<file path="src/include/jtp_pkg.sv">
// package for the test access port: tap states, instruction codes, sizes
// assumes a single core clock domain samples every port pin except trst_n
package jtp_pkg;
    typedef enum logic [3:0] {
        JTP_TLR   = 4'hF,
        JTP_RTI   = 4'hC,
        JTP_SELDR = 4'h7,
        JTP_CAPDR = 4'h6,
        JTP_SHDR  = 4'h2,
        JTP_EX1DR = 4'h1,
        JTP_PSDR  = 4'h3,
        JTP_EX2DR = 4'h0,
        JTP_UPDR  = 4'h5,
        JTP_SELIR = 4'h4,
        JTP_CAPIR = 4'hE,
        JTP_SHIR  = 4'hA,
        JTP_EX1IR = 4'h9,
        JTP_PSIR  = 4'hB,
        JTP_EX2IR = 4'h8,
        JTP_UPIR  = 4'hD
    } jtp_state_t;

    localparam int          JTP_IR_W      = 4;
    localparam int          JTP_BSR_LEN   = 8;
    localparam int          JTP_CFG_W     = 8;
    localparam int          JTP_FIFO_D    = 8;
    localparam int          JTP_TLR_TMS   = 5;
    localparam logic [3:0]  JTP_IR_BYPASS = 4'hF;
    localparam logic [3:0]  JTP_IR_SAMPLE = 4'h5;
    localparam logic [3:0]  JTP_IR_CONFIG = 4'h2;
    localparam logic [3:0]  JTP_IR_RST    = 4'hF;
    localparam logic [3:0]  JTP_IR_CAPT   = 4'h1;
    localparam logic [2:0]  JTP_BIT_LAST  = 3'h7;
endpackage : jtp_pkg

</file>
<file path="src/core/jtp_fifo.sv">
// small flip-flop fifo with valid/ready on both sides
// assumes one clock; full and empty come from an occupancy count
`timescale 1ns/10ps
module jtp_fifo #(
    parameter int W = 8,
    parameter int D = 8
) (
    // clock and reset
    input  wire logic         ref_clk,
    input  wire logic         rst,
    input  wire logic         ce,
    // fill side
    input  wire logic         in_valid,
    output logic              in_ready,
    input  wire logic [W-1:0] in_data,
    // drain side
    output logic              out_valid,
    input  wire logic         out_ready,
    output logic [W-1:0]      out_data
);
    localparam int AW = $clog2(D);

    logic [W-1:0]  mem_q [D];
    logic [AW-1:0] wr_q, wr_d, rd_q, rd_d;
    logic [AW:0]   cnt_q, cnt_d;
    logic          push, pop;

    assign in_ready  = (cnt_q != (AW+1)'(D));
    assign out_valid = (cnt_q != '0);
    assign out_data  = mem_q[rd_q];
    assign push      = ce & in_valid & in_ready;
    assign pop       = ce & out_valid & out_ready;

    always_comb begin
        wr_d  = wr_q;
        rd_d  = rd_q;
        cnt_d = cnt_q;
        if (push) begin
            wr_d = (wr_q == AW'(D-1)) ? '0 : wr_q + AW'(1);
        end
        if (pop) begin
            rd_d = (rd_q == AW'(D-1)) ? '0 : rd_q + AW'(1);
        end
        if (push && !pop) begin
            cnt_d = cnt_q + (AW+1)'(1);
        end else if (pop && !push) begin
            cnt_d = cnt_q - (AW+1)'(1);
        end
    end

    always_ff @(posedge ref_clk or posedge rst) begin
        if (rst) begin
            wr_q  <= '0;
            rd_q  <= '0;
            cnt_q <= '0;
        end else begin
            wr_q  <= wr_d;
            rd_q  <= rd_d;
            cnt_q <= cnt_d;
        end
    end

    // data words carry no reset: only the count says what is valid
    always_ff @(posedge ref_clk) begin
        if (push) begin
            mem_q[wr_q] <= in_data;
        end
    end
endmodule : jtp_fifo

</file>
<file path="src/core/jtp_tap.sv">
// test access port with boundary sample and configuration download
// assumes tck is much slower than ref_clk (edges found by sampling)
// Summary of operation
// [RULE1] four port pins tck, tms, tdi, tdo plus optional active-low reset.
// [RULE2] tdi is captured on each rising tck edge.
// [RULE3] tdo takes the next serial bit on each falling tck edge.
// [RULE4] tdo is not driven unless data is being shifted out.
// [RULE5] tms is sampled on rising tck and moves the tap state that edge.
// [RULE6] trst_n low resets the scan logic at once, without a clock.
// [RULE7] all user pins are released to high impedance during download.
// [RULE8] port instructions override every other configuration mode.
// [RULE9] a download start aborts any passive_serial load in progress.
// [RULE10] the cable side keeps trst_n high throughout a download.
// [RULE11] an unused port has tdi and tms high, tck and trst_n low.
// [RULE12] bypass passes tdi to tdo through one register bit.
// [RULE13] config_error_status_n goes low on an error during download.
// [RULE14] config_complete goes high when a download ends well.
// [RULE15] chip_wide_clear and chip_wide_output_enable never touch the tap.
// [RULE16] standard sixteen-state tap; five tms-high edges reach reset.
`timescale 1ns/10ps
module jtp_tap #(
    parameter int BSR_LEN = jtp_pkg::JTP_BSR_LEN,
    parameter int CFG_W   = jtp_pkg::JTP_CFG_W,
    parameter int FIFO_D  = jtp_pkg::JTP_FIFO_D
) (
    // clock, reset, enable
    input  wire logic               ref_clk,
    input  wire logic               rst,
    input  wire logic               ce,
    // test port pins
    input  wire logic               tck,
    input  wire logic               tms,
    input  wire logic               tdi,
    input  wire logic               trst_n,
    output logic                    tdo_o,
    output logic                    tdo_oe,
    // user pins and chip-wide controls
    input  wire logic [BSR_LEN-1:0] user_pin_in,
    input  wire logic               chip_wide_clear,
    input  wire logic               chip_wide_output_enable,
    output logic                    user_io_oe,
    output logic                    user_clear_n,
    // configuration engine side
    input  wire logic               passive_serial_busy,
    input  wire logic               cfg_load_done,
    input  wire logic               cfg_load_err,
    output logic                    passive_serial_abort,
    output logic                    cfg_valid,
    input  wire logic               cfg_ready,
    output logic [CFG_W-1:0]        cfg_data,
    // status pins
    output logic                    config_complete,
    output logic                    config_error_status_n
);
    // synchronised pin bundle: tck, tms, tdi, clear, oe, then user pins
    localparam int NS = BSR_LEN + 5;
    localparam int BW = $clog2(CFG_W);
    // idle levels of the pins, so no false tck edge follows reset
    localparam logic [NS-1:0] SYNC_RST = {{BSR_LEN{1'b0}}, 5'h1E};

    logic [NS-1:0]              pin_raw;
    logic [NS-1:0]              pin_sync;
    logic                       tck_s3_q;
    logic                       tck_rise;
    logic                       tck_fall;
    logic                       tms_s;
    logic                       tdi_s;
    logic                       clr_s;
    logic                       oe_s;
    logic [BSR_LEN-1:0]         pin_s;
    logic                       tap_arst;

    // tap group
    jtp_pkg::jtp_state_t        st_q, st_d, st_nxt;
    logic [jtp_pkg::JTP_IR_W-1:0] ir_q, ir_d, ir_sh_q, ir_sh_d;
    logic [BSR_LEN-1:0]         bsr_q, bsr_d;
    logic                       byp_q, byp_d;
    logic [CFG_W-1:0]           cfg_sh_q, cfg_sh_d;
    logic [BW-1:0]              bit_q, bit_d;
    logic                       push_q, push_d;
    logic [CFG_W-1:0]           push_data_q, push_data_d;
    logic                       tdo_q, tdo_d;
    logic                       oe_q, oe_d;
    logic [2:0]                 ones_q, ones_d;

    // status group
    logic                       io_oe_q, io_oe_d;
    logic                       clr_n_q, clr_n_d;
    logic                       abort_q, abort_d;
    logic                       complete_q, complete_d;
    logic                       err_n_q, err_n_d;
    logic                       cv_q, cv_d;
    logic [CFG_W-1:0]           cd_q, cd_d;

    logic                       is_cfg;
    logic                       is_smp;
    logic                       act;
    logic                       start;
    logic                       f_valid;
    logic [CFG_W-1:0]           f_data;
    logic                       out_rdy;

    // every pin but trst_n crosses two flops before use [RULE1]
    assign pin_raw = {user_pin_in, chip_wide_output_enable,
                      chip_wide_clear, tdi, tms, tck};

    for (genvar i = 0; i < NS; i++) begin : g_sync
        logic s1_q;
        logic s2_q;
        always_ff @(posedge ref_clk or posedge rst) begin
            if (rst) begin
                s1_q <= SYNC_RST[i];
                s2_q <= SYNC_RST[i];
            end else if (ce) begin
                s1_q <= pin_raw[i];
                s2_q <= s1_q;
            end
        end
        assign pin_sync[i] = s2_q;
    end

    always_ff @(posedge ref_clk or posedge rst) begin
        if (rst) begin
            tck_s3_q <= 1'b0;
        end else if (ce) begin
            tck_s3_q <= pin_sync[0];
        end
    end

    assign tck_rise = pin_sync[0] & ~tck_s3_q;
    assign tck_fall = ~pin_sync[0] & tck_s3_q;
    assign tms_s    = pin_sync[1];
    assign tdi_s    = pin_sync[2];
    assign clr_s    = pin_sync[3];
    assign oe_s     = pin_sync[4];
    assign pin_s    = pin_sync[NS-1:5];

    // raw trst_n acts at once; release is harmless while tck idles [RULE6]
    assign tap_arst = rst | ~trst_n;

    assign is_cfg = (ir_q == jtp_pkg::JTP_IR_CONFIG);
    assign is_smp = (ir_q == jtp_pkg::JTP_IR_SAMPLE);
    // port download wins over any other mode, no handshake [RULE8]
    assign act    = is_cfg & ~complete_q;
    assign start  = ce & tck_rise & (st_q == jtp_pkg::JTP_UPIR)
                    & (ir_sh_q == jtp_pkg::JTP_IR_CONFIG);

    // standard sixteen-state walk, all codes legal [RULE16]
    always_comb begin
        st_nxt = st_q;
        unique case (st_q)
            jtp_pkg::JTP_TLR:   st_nxt = tms_s ? jtp_pkg::JTP_TLR
                                               : jtp_pkg::JTP_RTI;
            jtp_pkg::JTP_RTI:   st_nxt = tms_s ? jtp_pkg::JTP_SELDR
                                               : jtp_pkg::JTP_RTI;
            jtp_pkg::JTP_SELDR: st_nxt = tms_s ? jtp_pkg::JTP_SELIR
                                               : jtp_pkg::JTP_CAPDR;
            jtp_pkg::JTP_CAPDR: st_nxt = tms_s ? jtp_pkg::JTP_EX1DR
                                               : jtp_pkg::JTP_SHDR;
            jtp_pkg::JTP_SHDR:  st_nxt = tms_s ? jtp_pkg::JTP_EX1DR
                                               : jtp_pkg::JTP_SHDR;
            jtp_pkg::JTP_EX1DR: st_nxt = tms_s ? jtp_pkg::JTP_UPDR
                                               : jtp_pkg::JTP_PSDR;
            jtp_pkg::JTP_PSDR:  st_nxt = tms_s ? jtp_pkg::JTP_EX2DR
                                               : jtp_pkg::JTP_PSDR;
            jtp_pkg::JTP_EX2DR: st_nxt = tms_s ? jtp_pkg::JTP_UPDR
                                               : jtp_pkg::JTP_SHDR;
            jtp_pkg::JTP_UPDR:  st_nxt = tms_s ? jtp_pkg::JTP_SELDR
                                               : jtp_pkg::JTP_RTI;
            jtp_pkg::JTP_SELIR: st_nxt = tms_s ? jtp_pkg::JTP_TLR
                                               : jtp_pkg::JTP_CAPIR;
            jtp_pkg::JTP_CAPIR: st_nxt = tms_s ? jtp_pkg::JTP_EX1IR
                                               : jtp_pkg::JTP_SHIR;
            jtp_pkg::JTP_SHIR:  st_nxt = tms_s ? jtp_pkg::JTP_EX1IR
                                               : jtp_pkg::JTP_SHIR;
            jtp_pkg::JTP_EX1IR: st_nxt = tms_s ? jtp_pkg::JTP_UPIR
                                               : jtp_pkg::JTP_PSIR;
            jtp_pkg::JTP_PSIR:  st_nxt = tms_s ? jtp_pkg::JTP_EX2IR
                                               : jtp_pkg::JTP_PSIR;
            jtp_pkg::JTP_EX2IR: st_nxt = tms_s ? jtp_pkg::JTP_UPIR
                                               : jtp_pkg::JTP_SHIR;
            jtp_pkg::JTP_UPIR:  st_nxt = tms_s ? jtp_pkg::JTP_SELDR
                                               : jtp_pkg::JTP_RTI;
        endcase
    end

    // chip_wide_* are never read by the tap group [RULE15]
    always_comb begin
        st_d        = st_q;
        ir_d        = ir_q;
        ir_sh_d     = ir_sh_q;
        bsr_d       = bsr_q;
        byp_d       = byp_q;
        cfg_sh_d    = cfg_sh_q;
        bit_d       = bit_q;
        push_d      = 1'b0;
        push_data_d = push_data_q;
        tdo_d       = tdo_q;
        oe_d        = oe_q;
        ones_d      = ones_q;
        if (tck_rise) begin
            st_d = st_nxt; // [RULE5]
            if (!tms_s) begin
                ones_d = 3'h0;
            end else if (ones_q != 3'(jtp_pkg::JTP_TLR_TMS)) begin
                ones_d = ones_q + 3'h1;
            end
            unique case (st_q)
                jtp_pkg::JTP_TLR: begin
                    ir_d = jtp_pkg::JTP_IR_RST;
                end
                jtp_pkg::JTP_CAPIR: begin
                    ir_sh_d = jtp_pkg::JTP_IR_CAPT;
                end
                jtp_pkg::JTP_SHIR: begin
                    ir_sh_d = {tdi_s, ir_sh_q[jtp_pkg::JTP_IR_W-1:1]}; // [RULE2]
                end
                jtp_pkg::JTP_UPIR: begin
                    ir_d = ir_sh_q;
                end
                jtp_pkg::JTP_CAPDR: begin
                    byp_d = 1'b0;
                    bit_d = '0;
                    if (is_smp) begin
                        bsr_d = pin_s;
                    end
                end
                jtp_pkg::JTP_SHDR: begin
                    byp_d = tdi_s; // [RULE12]
                    if (is_smp) begin
                        bsr_d = {tdi_s, bsr_q[BSR_LEN-1:1]};
                    end
                    if (is_cfg) begin
                        cfg_sh_d = {tdi_s, cfg_sh_q[CFG_W-1:1]}; // [RULE2]
                        bit_d    = bit_q + BW'(1);
                        if (bit_q == BW'(CFG_W-1)) begin
                            push_d      = 1'b1;
                            push_data_d = {tdi_s, cfg_sh_q[CFG_W-1:1]};
                        end
                    end
                end
                default: begin
                end
            endcase
        end
        if (tck_fall) begin
            if (st_q == jtp_pkg::JTP_SHIR) begin
                tdo_d = ir_sh_q[0]; // [RULE3]
                oe_d  = 1'b1;
            end else if (st_q == jtp_pkg::JTP_SHDR) begin
                tdo_d = is_smp ? bsr_q[0] : (is_cfg ? cfg_sh_q[0] : byp_q);
                oe_d  = 1'b1;
            end else begin
                oe_d  = 1'b0; // [RULE4]
            end
        end
    end

    always_ff @(posedge ref_clk or posedge tap_arst) begin
        if (tap_arst) begin
            st_q        <= jtp_pkg::JTP_TLR;
            ir_q        <= jtp_pkg::JTP_IR_RST;
            ir_sh_q     <= jtp_pkg::JTP_IR_CAPT;
            bsr_q       <= '0;
            byp_q       <= 1'b0;
            cfg_sh_q    <= '0;
            bit_q       <= '0;
            push_q      <= 1'b0;
            push_data_q <= '0;
            tdo_q       <= 1'b0;
            oe_q        <= 1'b0;
            ones_q      <= 3'h0;
        end else if (ce) begin
            st_q        <= st_d;
            ir_q        <= ir_d;
            ir_sh_q     <= ir_sh_d;
            bsr_q       <= bsr_d;
            byp_q       <= byp_d;
            cfg_sh_q    <= cfg_sh_d;
            bit_q       <= bit_d;
            push_q      <= push_d;
            push_data_q <= push_data_d;
            tdo_q       <= tdo_d;
            oe_q        <= oe_d;
            ones_q      <= ones_d;
        end
    end

    // no backpressure to the host: a full fifo drops the byte
    jtp_fifo #(
        .W (CFG_W),
        .D (FIFO_D)
    ) jtp_fifo_inst (
        .ref_clk   (ref_clk),
        .rst       (tap_arst),
        .ce        (ce),
        .in_valid  (push_q),
        .in_ready  (),
        .in_data   (push_data_q),
        .out_valid (f_valid),
        .out_ready (out_rdy),
        .out_data  (f_data)
    );

    assign out_rdy = ~cv_q | cfg_ready;

    always_comb begin
        io_oe_d    = ~act & oe_s; // [RULE7]
        clr_n_d    = clr_s;
        abort_d    = act & passive_serial_busy; // [RULE9]
        complete_d = complete_q;
        err_n_d    = err_n_q;
        cv_d       = cv_q;
        cd_d       = cd_q;
        // set wins over the clear of a new download
        if (act && cfg_load_done && err_n_q) begin
            complete_d = 1'b1; // [RULE14]
        end else if (start) begin
            complete_d = 1'b0;
        end
        if (act && cfg_load_err) begin
            err_n_d = 1'b0; // [RULE13]
        end else if (start) begin
            err_n_d = 1'b1;
        end
        if (out_rdy) begin
            cv_d = f_valid;
            if (f_valid) begin
                cd_d = f_data;
            end
        end
    end

    always_ff @(posedge ref_clk or posedge tap_arst) begin
        if (tap_arst) begin
            io_oe_q    <= 1'b0;
            clr_n_q    <= 1'b1;
            abort_q    <= 1'b0;
            complete_q <= 1'b0;
            err_n_q    <= 1'b1;
            cv_q       <= 1'b0;
            cd_q       <= '0;
        end else if (ce) begin
            io_oe_q    <= io_oe_d;
            clr_n_q    <= clr_n_d;
            abort_q    <= abort_d;
            complete_q <= complete_d;
            err_n_q    <= err_n_d;
            cv_q       <= cv_d;
            cd_q       <= cd_d;
        end
    end

    assign tdo_o                 = tdo_q;
    assign tdo_oe                = oe_q;
    assign user_io_oe            = io_oe_q;
    assign user_clear_n          = clr_n_q;
    assign passive_serial_abort  = abort_q;
    assign cfg_valid             = cv_q;
    assign cfg_data              = cd_q;
    assign config_complete       = complete_q;
    assign config_error_status_n = err_n_q;

    chk_oe_off_idle: assert property (@(posedge ref_clk) // [RULE4]
        disable iff (tap_arst)
        (ce && tck_fall && st_q != jtp_pkg::JTP_SHDR
            && st_q != jtp_pkg::JTP_SHIR) |=> !oe_q)
        else $error("tdo driven outside a shift state");
    chk_tdo_fall_only: assert property (@(posedge ref_clk) // [RULE3]
        disable iff (tap_arst)
        (!(ce && tck_fall)) |=> $stable(tdo_q))
        else $error("tdo moved without a falling tck");
    chk_tlr_five_ones: assert property (@(posedge ref_clk) // [RULE16]
        disable iff (tap_arst)
        (ones_q == 3'(jtp_pkg::JTP_TLR_TMS)) |-> (st_q == jtp_pkg::JTP_TLR))
        else $error("five tms-high edges did not reach reset");
    chk_bypass_one_bit: assert property (@(posedge ref_clk) // [RULE12]
        disable iff (tap_arst)
        (ce && tck_rise && st_q == jtp_pkg::JTP_SHDR) |=> (byp_q == $past(tdi_s)))
        else $error("bypass bit did not take tdi");
    chk_io_released: assert property (@(posedge ref_clk) // [RULE7]
        disable iff (tap_arst)
        (ce && act) |=> !io_oe_q)
        else $error("user pins driven during download");
    chk_ps_abort: assert property (@(posedge ref_clk) // [RULE9]
        disable iff (tap_arst)
        (ce && act && passive_serial_busy) |=> abort_q)
        else $error("passive serial load not aborted");
    chk_err_low: assert property (@(posedge ref_clk) // [RULE13]
        disable iff (tap_arst)
        (ce && act && cfg_load_err) |=> !err_n_q)
        else $error("error status not pulled low");
    chk_done_high: assert property (@(posedge ref_clk) // [RULE14]
        disable iff (tap_arst)
        (ce && act && cfg_load_done && err_n_q) |=> complete_q)
        else $error("complete not raised after a good download");

    cov_bypass_shift: cover property (@(posedge ref_clk)
        st_q == jtp_pkg::JTP_SHDR && ir_q == jtp_pkg::JTP_IR_BYPASS);
    cov_cfg_push: cover property (@(posedge ref_clk) push_q);
    cov_cfg_done: cover property (@(posedge ref_clk) $rose(complete_q));
endmodule : jtp_tap

</file>
<file path="config.mk">
export PLATFORM = sky130hd
export DESIGN_NAME = jtp_tap
export DESIGN_NICKNAME = d
export VERILOG_FILES = /design/src/include/jtp_pkg.sv /design/src/core/jtp_fifo.sv /design/src/core/jtp_tap.sv
export SDC_FILE = /design/constraint.sdc
export NUM_CORES = 1
export LEC_CHECK = 0
export BUFFER_PORTS_ARGS = -buffer_cell sky130_fd_sc_hd__buf_2
export CAP_MARGIN = 20
export CORE_MARGIN = 5
export CORE_UTILIZATION = 45
export CTS_CLUSTER_SIZE = 14
export DETAILED_ROUTE_END_ITERATION = 6
export HOLD_SLACK_MARGIN = 0.08
export PLACE_DENSITY = 0.61
export SYNTH_ARGS = -nofsm -noshare
export SYNTH_HDL_FRONTEND = slang
export SYNTH_SLANG_ARGS = --single-unit
</file>
<file path="constraint.sdc">
create_clock -name ref_clk -period 6.6 [get_ports ref_clk]
set_input_delay 0.99 -clock ref_clk [delete_from_list [all_inputs] [get_ports ref_clk]]
set_output_delay 0.99 -clock ref_clk [all_outputs]
set_load 0.05 [all_outputs]
</file>
==> results of run 1 <==
[placed cells by master, fill, tap and decap left out, types with 5 or more instances in the layout]
| master | count |
|---|---|
| edfxtp_1 | 64 |
| ha_1 | 9 |
| dfrtp_1 | 75 |
| dfstp_2 | 19 |
| mux2_2 | 52 |
| mux2i_1 | 10 |
| nor2_1 | 31 |
| o21ai_0 | 13 |
| inv_1 | 12 |
| buf_2 | 38 |
| a31oi_1 | 11 |
| nor3_1 | 8 |
| clkbuf_16 | 17 |
| nor3b_1 | 5 |
| mux4_2 | 16 |
| nand2b_1 | 5 |
| a21oi_1 | 17 |
| nand2_1 | 32 |
[cell usage after synthesis, drive strengths merged, types with 4 or more instances]
master and instances:
inv 12, edfxtp 64, dfstp 19, nor2 32
nand2b 6, nand3 5, nand2 32, nor3b 5
mux2 52, mux2i 10, o21ai 13, a21oi 17
dfrtp 75, a21o 4, mux4 16, clkbuf 7
ha 9, a31oi 11, buf 15, nor3 9
[metrics by stage]
stage / setup slack (ps) / total power, mW / area (um2)
2_1_floorplan: 1510 / 1.83 / 6640
3_3_place_gp: 2620 / 1.93 / 6970
3_5_place_dp: 2500 / 1.96 / 6970
4_1_cts: 2960 / 2.91 / 7550
5_1_grt: 2820 / 3.06 / 7620
6_report: 2920 / 2.88 / 7620
[state kept, by name, summed over array words and instances, names as in the netlist, 3 cells and up]
name,count
g_sync.s1_q,13
bsr_q,8
jtp_fifo_inst.cnt_q,4
cfg_data,8
ir_q,4
jtp_fifo_inst.rd_q,3
jtp_fifo_inst.wr_q,3
jtp_fifo_inst.mem_q,64
ir_sh_q,4
bit_q,3
g_sync.s2_q,12
cfg_sh_q,8
st_q,4
push_data_q,8
[worst paths after layout]
path                       depth (start not counted)  slack [ps]                          startpoint                            endpoint
max in group asynchronous                          3        5110                                 rst                   tdo_o$_DFFE_PP0P_
min                                                2         470                  tdo_oe$_DFFE_PP0P_                  tdo_oe$_DFFE_PP0P_
min in group asynchronous                          2         490                                 rst          g_sync[8].s1_q$_DFFE_PP0P_
min reg2reg                                        2         470                  tdo_oe$_DFFE_PP0P_                  tdo_oe$_DFFE_PP0P_
max reg2reg                                       10        3380  jtp_fifo_inst.cnt_q[0]$_DFFE_PP0P_  jtp_fifo_inst.cnt_q[3]$_DFFE_PP0P_
max                                               10        2920                                  ce  jtp_fifo_inst.cnt_q[3]$_DFFE_PP0P_
[area by class of cell]
class	instances	area, um2	share of cell area, %
inverter	13	50.0	0.657
clock inverter	12	120	1.58
clock buffer	20	457	5.99
multi-input combinational	258	2180	28.6
tap	184	230	3.02
timing repair buffer	45	283	3.71
sequential	158	4300	56.4
[power groups by stage]
stage               clock (mW)  combinational [mW]  sequential [mW]
floorplan                    0               0.461             1.37
detailed placement           0               0.617             1.34
global route              1.01               0.724             1.32
global placement             0               0.599             1.34
finish                   0.934               0.654             1.30
CTS                      0.964               0.619             1.32
[routing by layer]
metal,wire length (um),share of wire (%)
met2,5580,51
met4,140,1.3
met5,0,0
met1,4830,44
met3,406,3.7
[worst register-to-register path, cell delays in order, from the launching register on]
cell	delay, ps
dfrtp_1	440
or4_1	580
and3_4	280
inv_1	80
ha_1	180
inv_1	120
ha_1	310
a21o_1	210
a2111oi_0	460
a31oi_1	100
a221o_1	330
[cells by family (layout without fill, tap and decap cells)]
family,count (synthesis),in the layout,share of synthesized area (%)
DFF,158,158,64.8
and+or+nand+nor,110,110,9.33
muxes,78,78,15.8
AOI/OAI and AO/OA,58,58,5.39
buffers and inverters,35,90,2.47
adders and majority gates,10,10,2.00
xor gates and xnor gates,2,2,0.264
==> impl_metrics.toml, run 1 <==
[grt]
antenna_found_initial = 0
grt_util_met3_pct = 4.05
grt_pass1_wl_mm = 18.9
gr-usage-met2_pct = 22.1
busiest_layer = "met2"
met1_usage_pct = 17.0
gr-total-overflow = 0
grt_pass1_vias = 3869
grt_max_degree = 68
grt_usage_pct = 13.6

[final_layout]
antenna_cells = 0
nNetsFinal = 524
fillers = 1229
post_route_cells_drive_above_1_share_pct = 34.0
stdcell_count = 690
final_util_pct = 52.6
areaGrowthSynthToFinish_pct = 14.8

[sta]
hold_slack_ps = 466
report.final.slew_viol_count = 0
finalSetupTns_ps = 0
fin_skew_ps = 5.46
rsz0062_at_grt = "no"
finalHoldViolations = 0
relSlewSlack_pct = 31.4
period_minus_slack_ps = 3680
period_share_pct = 55.8
setup_violations = 0
timing.fmax_mhz = 272
worst_pin_slew_ps = 1020

[placement]
port_buffers = 36
place_congestion = 0.735
placed_cells = 653
hpwl_mm = 7.37

[clock_tree]
cts_setup_buffers = 0
hold_buffers = 0
clock-sinks = 158
cts_buffer_depth = 2
cts_tree = "done"
cts_resized = 0
path_clk_slew_ps = 60
cts_buffers = 17
cts_root_buf = "clkbuf_16"
htreeDepth = 4
clock_latency_ps = 410

[route]
antenna_left = 0
wl_mm = 11.0
drtIter0Drc = 238
vias = 3656
viasPerCell = 5.30
drc = 0
dr.pass1.iters = 5
routedWlPerCell_um = 15.9

[floorplan]
ioPinCount = 37
dieWidth_um = 131
rows = 44
coreArea_um2 = 14500
die_y_um = 131
start_util_pct = 45.8
die_area_um2 = 17300

[synth]
netlist_instances = 451
synth-main-ff-cell = "dfrtp_1"
synth-edff-count = 64
synthesis.nets = 482
synth_area_um2 = 6640
ys_seq_area_share_pct = 64.8
synth.top_cells.by_area = "edfxtp_1 29%, dfrtp_1 28%, mux2_2 8.8%"
yosysWarningCount = 0
synth_top_area_share_pct = 29.0
ys_ff_latch = 158
synth_async_sr_flop_share_pct = 59.5
synth_cell_types = 53
yosysTopAreaCell = "edfxtp_1"
syn_area_per_cell_um2 = 14.7

[worst_setup_path]
critPathMaxStageDelay_ps = 660
startpoint_type = "primary input"
end_kind = "flip-flop"
cp_data_arrival_time_ps = 3980
crit_chain = "buf_2 > and3_4 > inv_1 > ha_1 > inv_1 > ha_1 > a21o_1 > a2111oi_0 > a31oi_1 > a221o_1"
cp_num_buf_inv = 3
crit_fanout = 44
worst_path_max_delay_cell = "buf_2"
cp_top_family = "compound AO/OA/AOI/OAI gates"
cp_data_required_time_ps = 6900
crit_type = "primary input to flip-flop"

[power]
intPower_mw = 2.00
pwr-share-clk_pct = 32.4
ir_drop_uv = 244
power.switching_mw = 0.888
p_seq_share_pct = 44.9
comb_power_share_pct = 22.7
p_per_area_nw_per_um2 = 379
power.leakage_nw = 3.17
p_sw_share_pct = 30.8

[hold_path]
hold_class = "flip-flop to flip-flop"

[run_status]
status = "completed"

[flow_run]
maxCapViolations = 0
No activity file was read; power rests on OpenSTA's default activity.
==> run 2: changes to the inputs <==
==> constraint.sdc (replaced) <==
create_clock -name ref_clk -period 3.8 [get_ports ref_clk]
set_input_delay 0.57 -clock ref_clk [delete_from_list [all_inputs] [get_ports ref_clk]]
set_output_delay 0.57 -clock ref_clk [all_outputs]
set_load 0.05 [all_outputs]
==> impl_metrics.toml, run 2 (same netlist as run 1, synthesis figures left out) <==
[route]
antenna_left = 0
vias = 3669
dr.pass1.iters = 4
drtIter0Drc = 182
drc = 0
routedWlPerCell_um = 15.7
wl_mm = 10.9
viasPerCell = 5.28

[floorplan]
start_util_pct = 45.8
die_area_um2 = 17300
rows = 44
dieWidth_um = 131
coreArea_um2 = 14500
die_y_um = 131
ioPinCount = 37

[worst_setup_path]
critPathMaxStageDelay_ps = 590
cp_data_arrival_time_ps = 3580
startpoint_type = "flip-flop"
crit_fanout = 20
end_kind = "flip-flop"
worst_path_max_delay_cell = "or4_1"
crit_chain = "or4_1 > and3_4 > inv_1 > ha_1 > inv_1 > ha_1 > a21o_1 > a2111oi_0 > a31oi_1 > a221o_1"
cp_data_required_time_ps = 4100
crit_type = "flip-flop to flip-flop"

[grt]
grt_max_degree = 43
grt_usage_pct = 13.6
grt_pass1_vias = 3828
grt_pass1_wl_mm = 19.1
antenna_found_initial = 0
gr-total-overflow = 0

[final_layout]
antenna_cells = 0
post_route_cells_drive_above_1_share_pct = 34.8
regMostFlops = "jtp_fifo_inst.mem_q"
areaGrowthSynthToFinish_pct = 16.0
top_regs = "jtp_fifo_inst.mem_q (64), g_sync.s1_q (13), g_sync.s2_q (12)"
fin_area_um2 = 7700
final_cell_mix = "75 x dfrtp_1, 64 x edfxtp_1, 52 x mux2_2"
nNetsFinal = 529
largest_register_ff_count = 64
final_common_cell = "dfrtp_1"
stdcell_count = 695

[clock_tree]
htreeDepth = 4
cts_buffer_depth = 2
cts_tree = "done"
clock_latency_ps = 420
clock-sinks = 158
path_clk_slew_ps = 60
cts_buffers = 17
cts_root_buf = "clkbuf_16"

[power]
ir_drop_uv = 350
p_per_area_nw_per_um2 = 663
power.total_mw = 5.10
power.leakage_nw = 3.21

[sta]
relSlewSlack_pct = 47.2
fin_skew_ps = 8.75
hold_slack_ps = 138
period_share_pct = 86.4
finalSetupTns_ps = 0
rsz0062_at_grt = "no"
timing.fmax_mhz = 305
finalHoldViolations = 0
report.final.slew_viol_count = 0
worst_pin_slew_ps = 792
period_minus_slack_ps = 3280
setup_violations = 0

[flow_run]
maxCapViolations = 0

[hold_path]
hold_class = "primary input to async pin"

[placement]
place_congestion = 0.744
dpl-instance-area_um2 = 7030
hpwl_mm = 7.55
port_buffers = 36
placed_cells = 660

[run_status]
status = "completed"
[run 2: stage by stage]
step	util, %	setup slack [ps]
after global routing	53.2	493
after detailed placement	48.6	644
after floorplan	-	777
after CTS	52.7	609
after global placement	48.4	749
final	53.2	518
[run 2: power by group]
group	switching [mW]	total, mW	internal, mW
clock	0.666	1.70	1.03
combinational	0.654	1.14	0.489
sequential	0.270	2.26	1.99
[run 2: final timing paths]
check | from | cells after the start | slack, ps | end
setup / recovery | jtp_fifo_inst.cnt_q[0]$_DFFE_PP0P_ | 10 | 520 | jtp_fifo_inst.cnt_q[3]$_DFFE_PP0P_
hold / removal | trst_n | 2 | 140 | passive_serial_abort$_DFFE_PP0P_
setup reg to reg | jtp_fifo_inst.cnt_q[0]$_DFFE_PP0P_ | 10 | 520 | jtp_fifo_inst.cnt_q[3]$_DFFE_PP0P_
hold reg to reg | config_error_status_n$_DFFE_PP1P_ | 2 | 470 | config_error_status_n$_DFFE_PP1P_
max in group asynchronous | rst | 5 | 2320 | ir_q[0]$_DFFE_PP1P_
min in group ref_clk | cfg_load_err | 2 | 310 | config_error_status_n$_DFFE_PP1P_
[run 2: area by class of cell]
| type | instances | area [um2] |
|---|---|---|
| Clock buffer | 18 | 429 |
| Tap cell | 184 | 230 |
| Multi-Input combinational cell | 258 | 2180 |
| Inverter | 13 | 50.0 |
| Fill cell | 1214 | 6780 |
| Clock inverter | 14 | 168 |
| Timing Repair Buffer | 50 | 340 |
| Sequential cell | 158 | 4300 |
[run 2: routing by layer]
metal / global-route usage, % / vias up / wire, um
li1: - / 1768 / -
met2: 22.1 / 71 / 5450
met5: 0 / - / 0
met1: 17.5 / 1813 / 4840
met3: 3.71 / 17 / 464
met4: 5.31 / 0 / 194
[run 2: what timing repair did]
| action | CTS | global route |
|---|---|---|
| setup endpoints to repair | 0 | 0 |
| endpoints found under the hold margin | 0 | 1 |
| hold buffers | 0 | 1 |
| resized for setup | 0 | 0 |
| setup buffers | 0 | 0 |
[run 2: worst max-delay path, delay by kind of cell, from the launching register on]
kind / cells / cell delay, ps
simple gates: 2 / 880
compound gates: 4 / 1140
flops: 1 / 450
fa+ha+maj: 2 / 500
buf+inv: 2 / 200
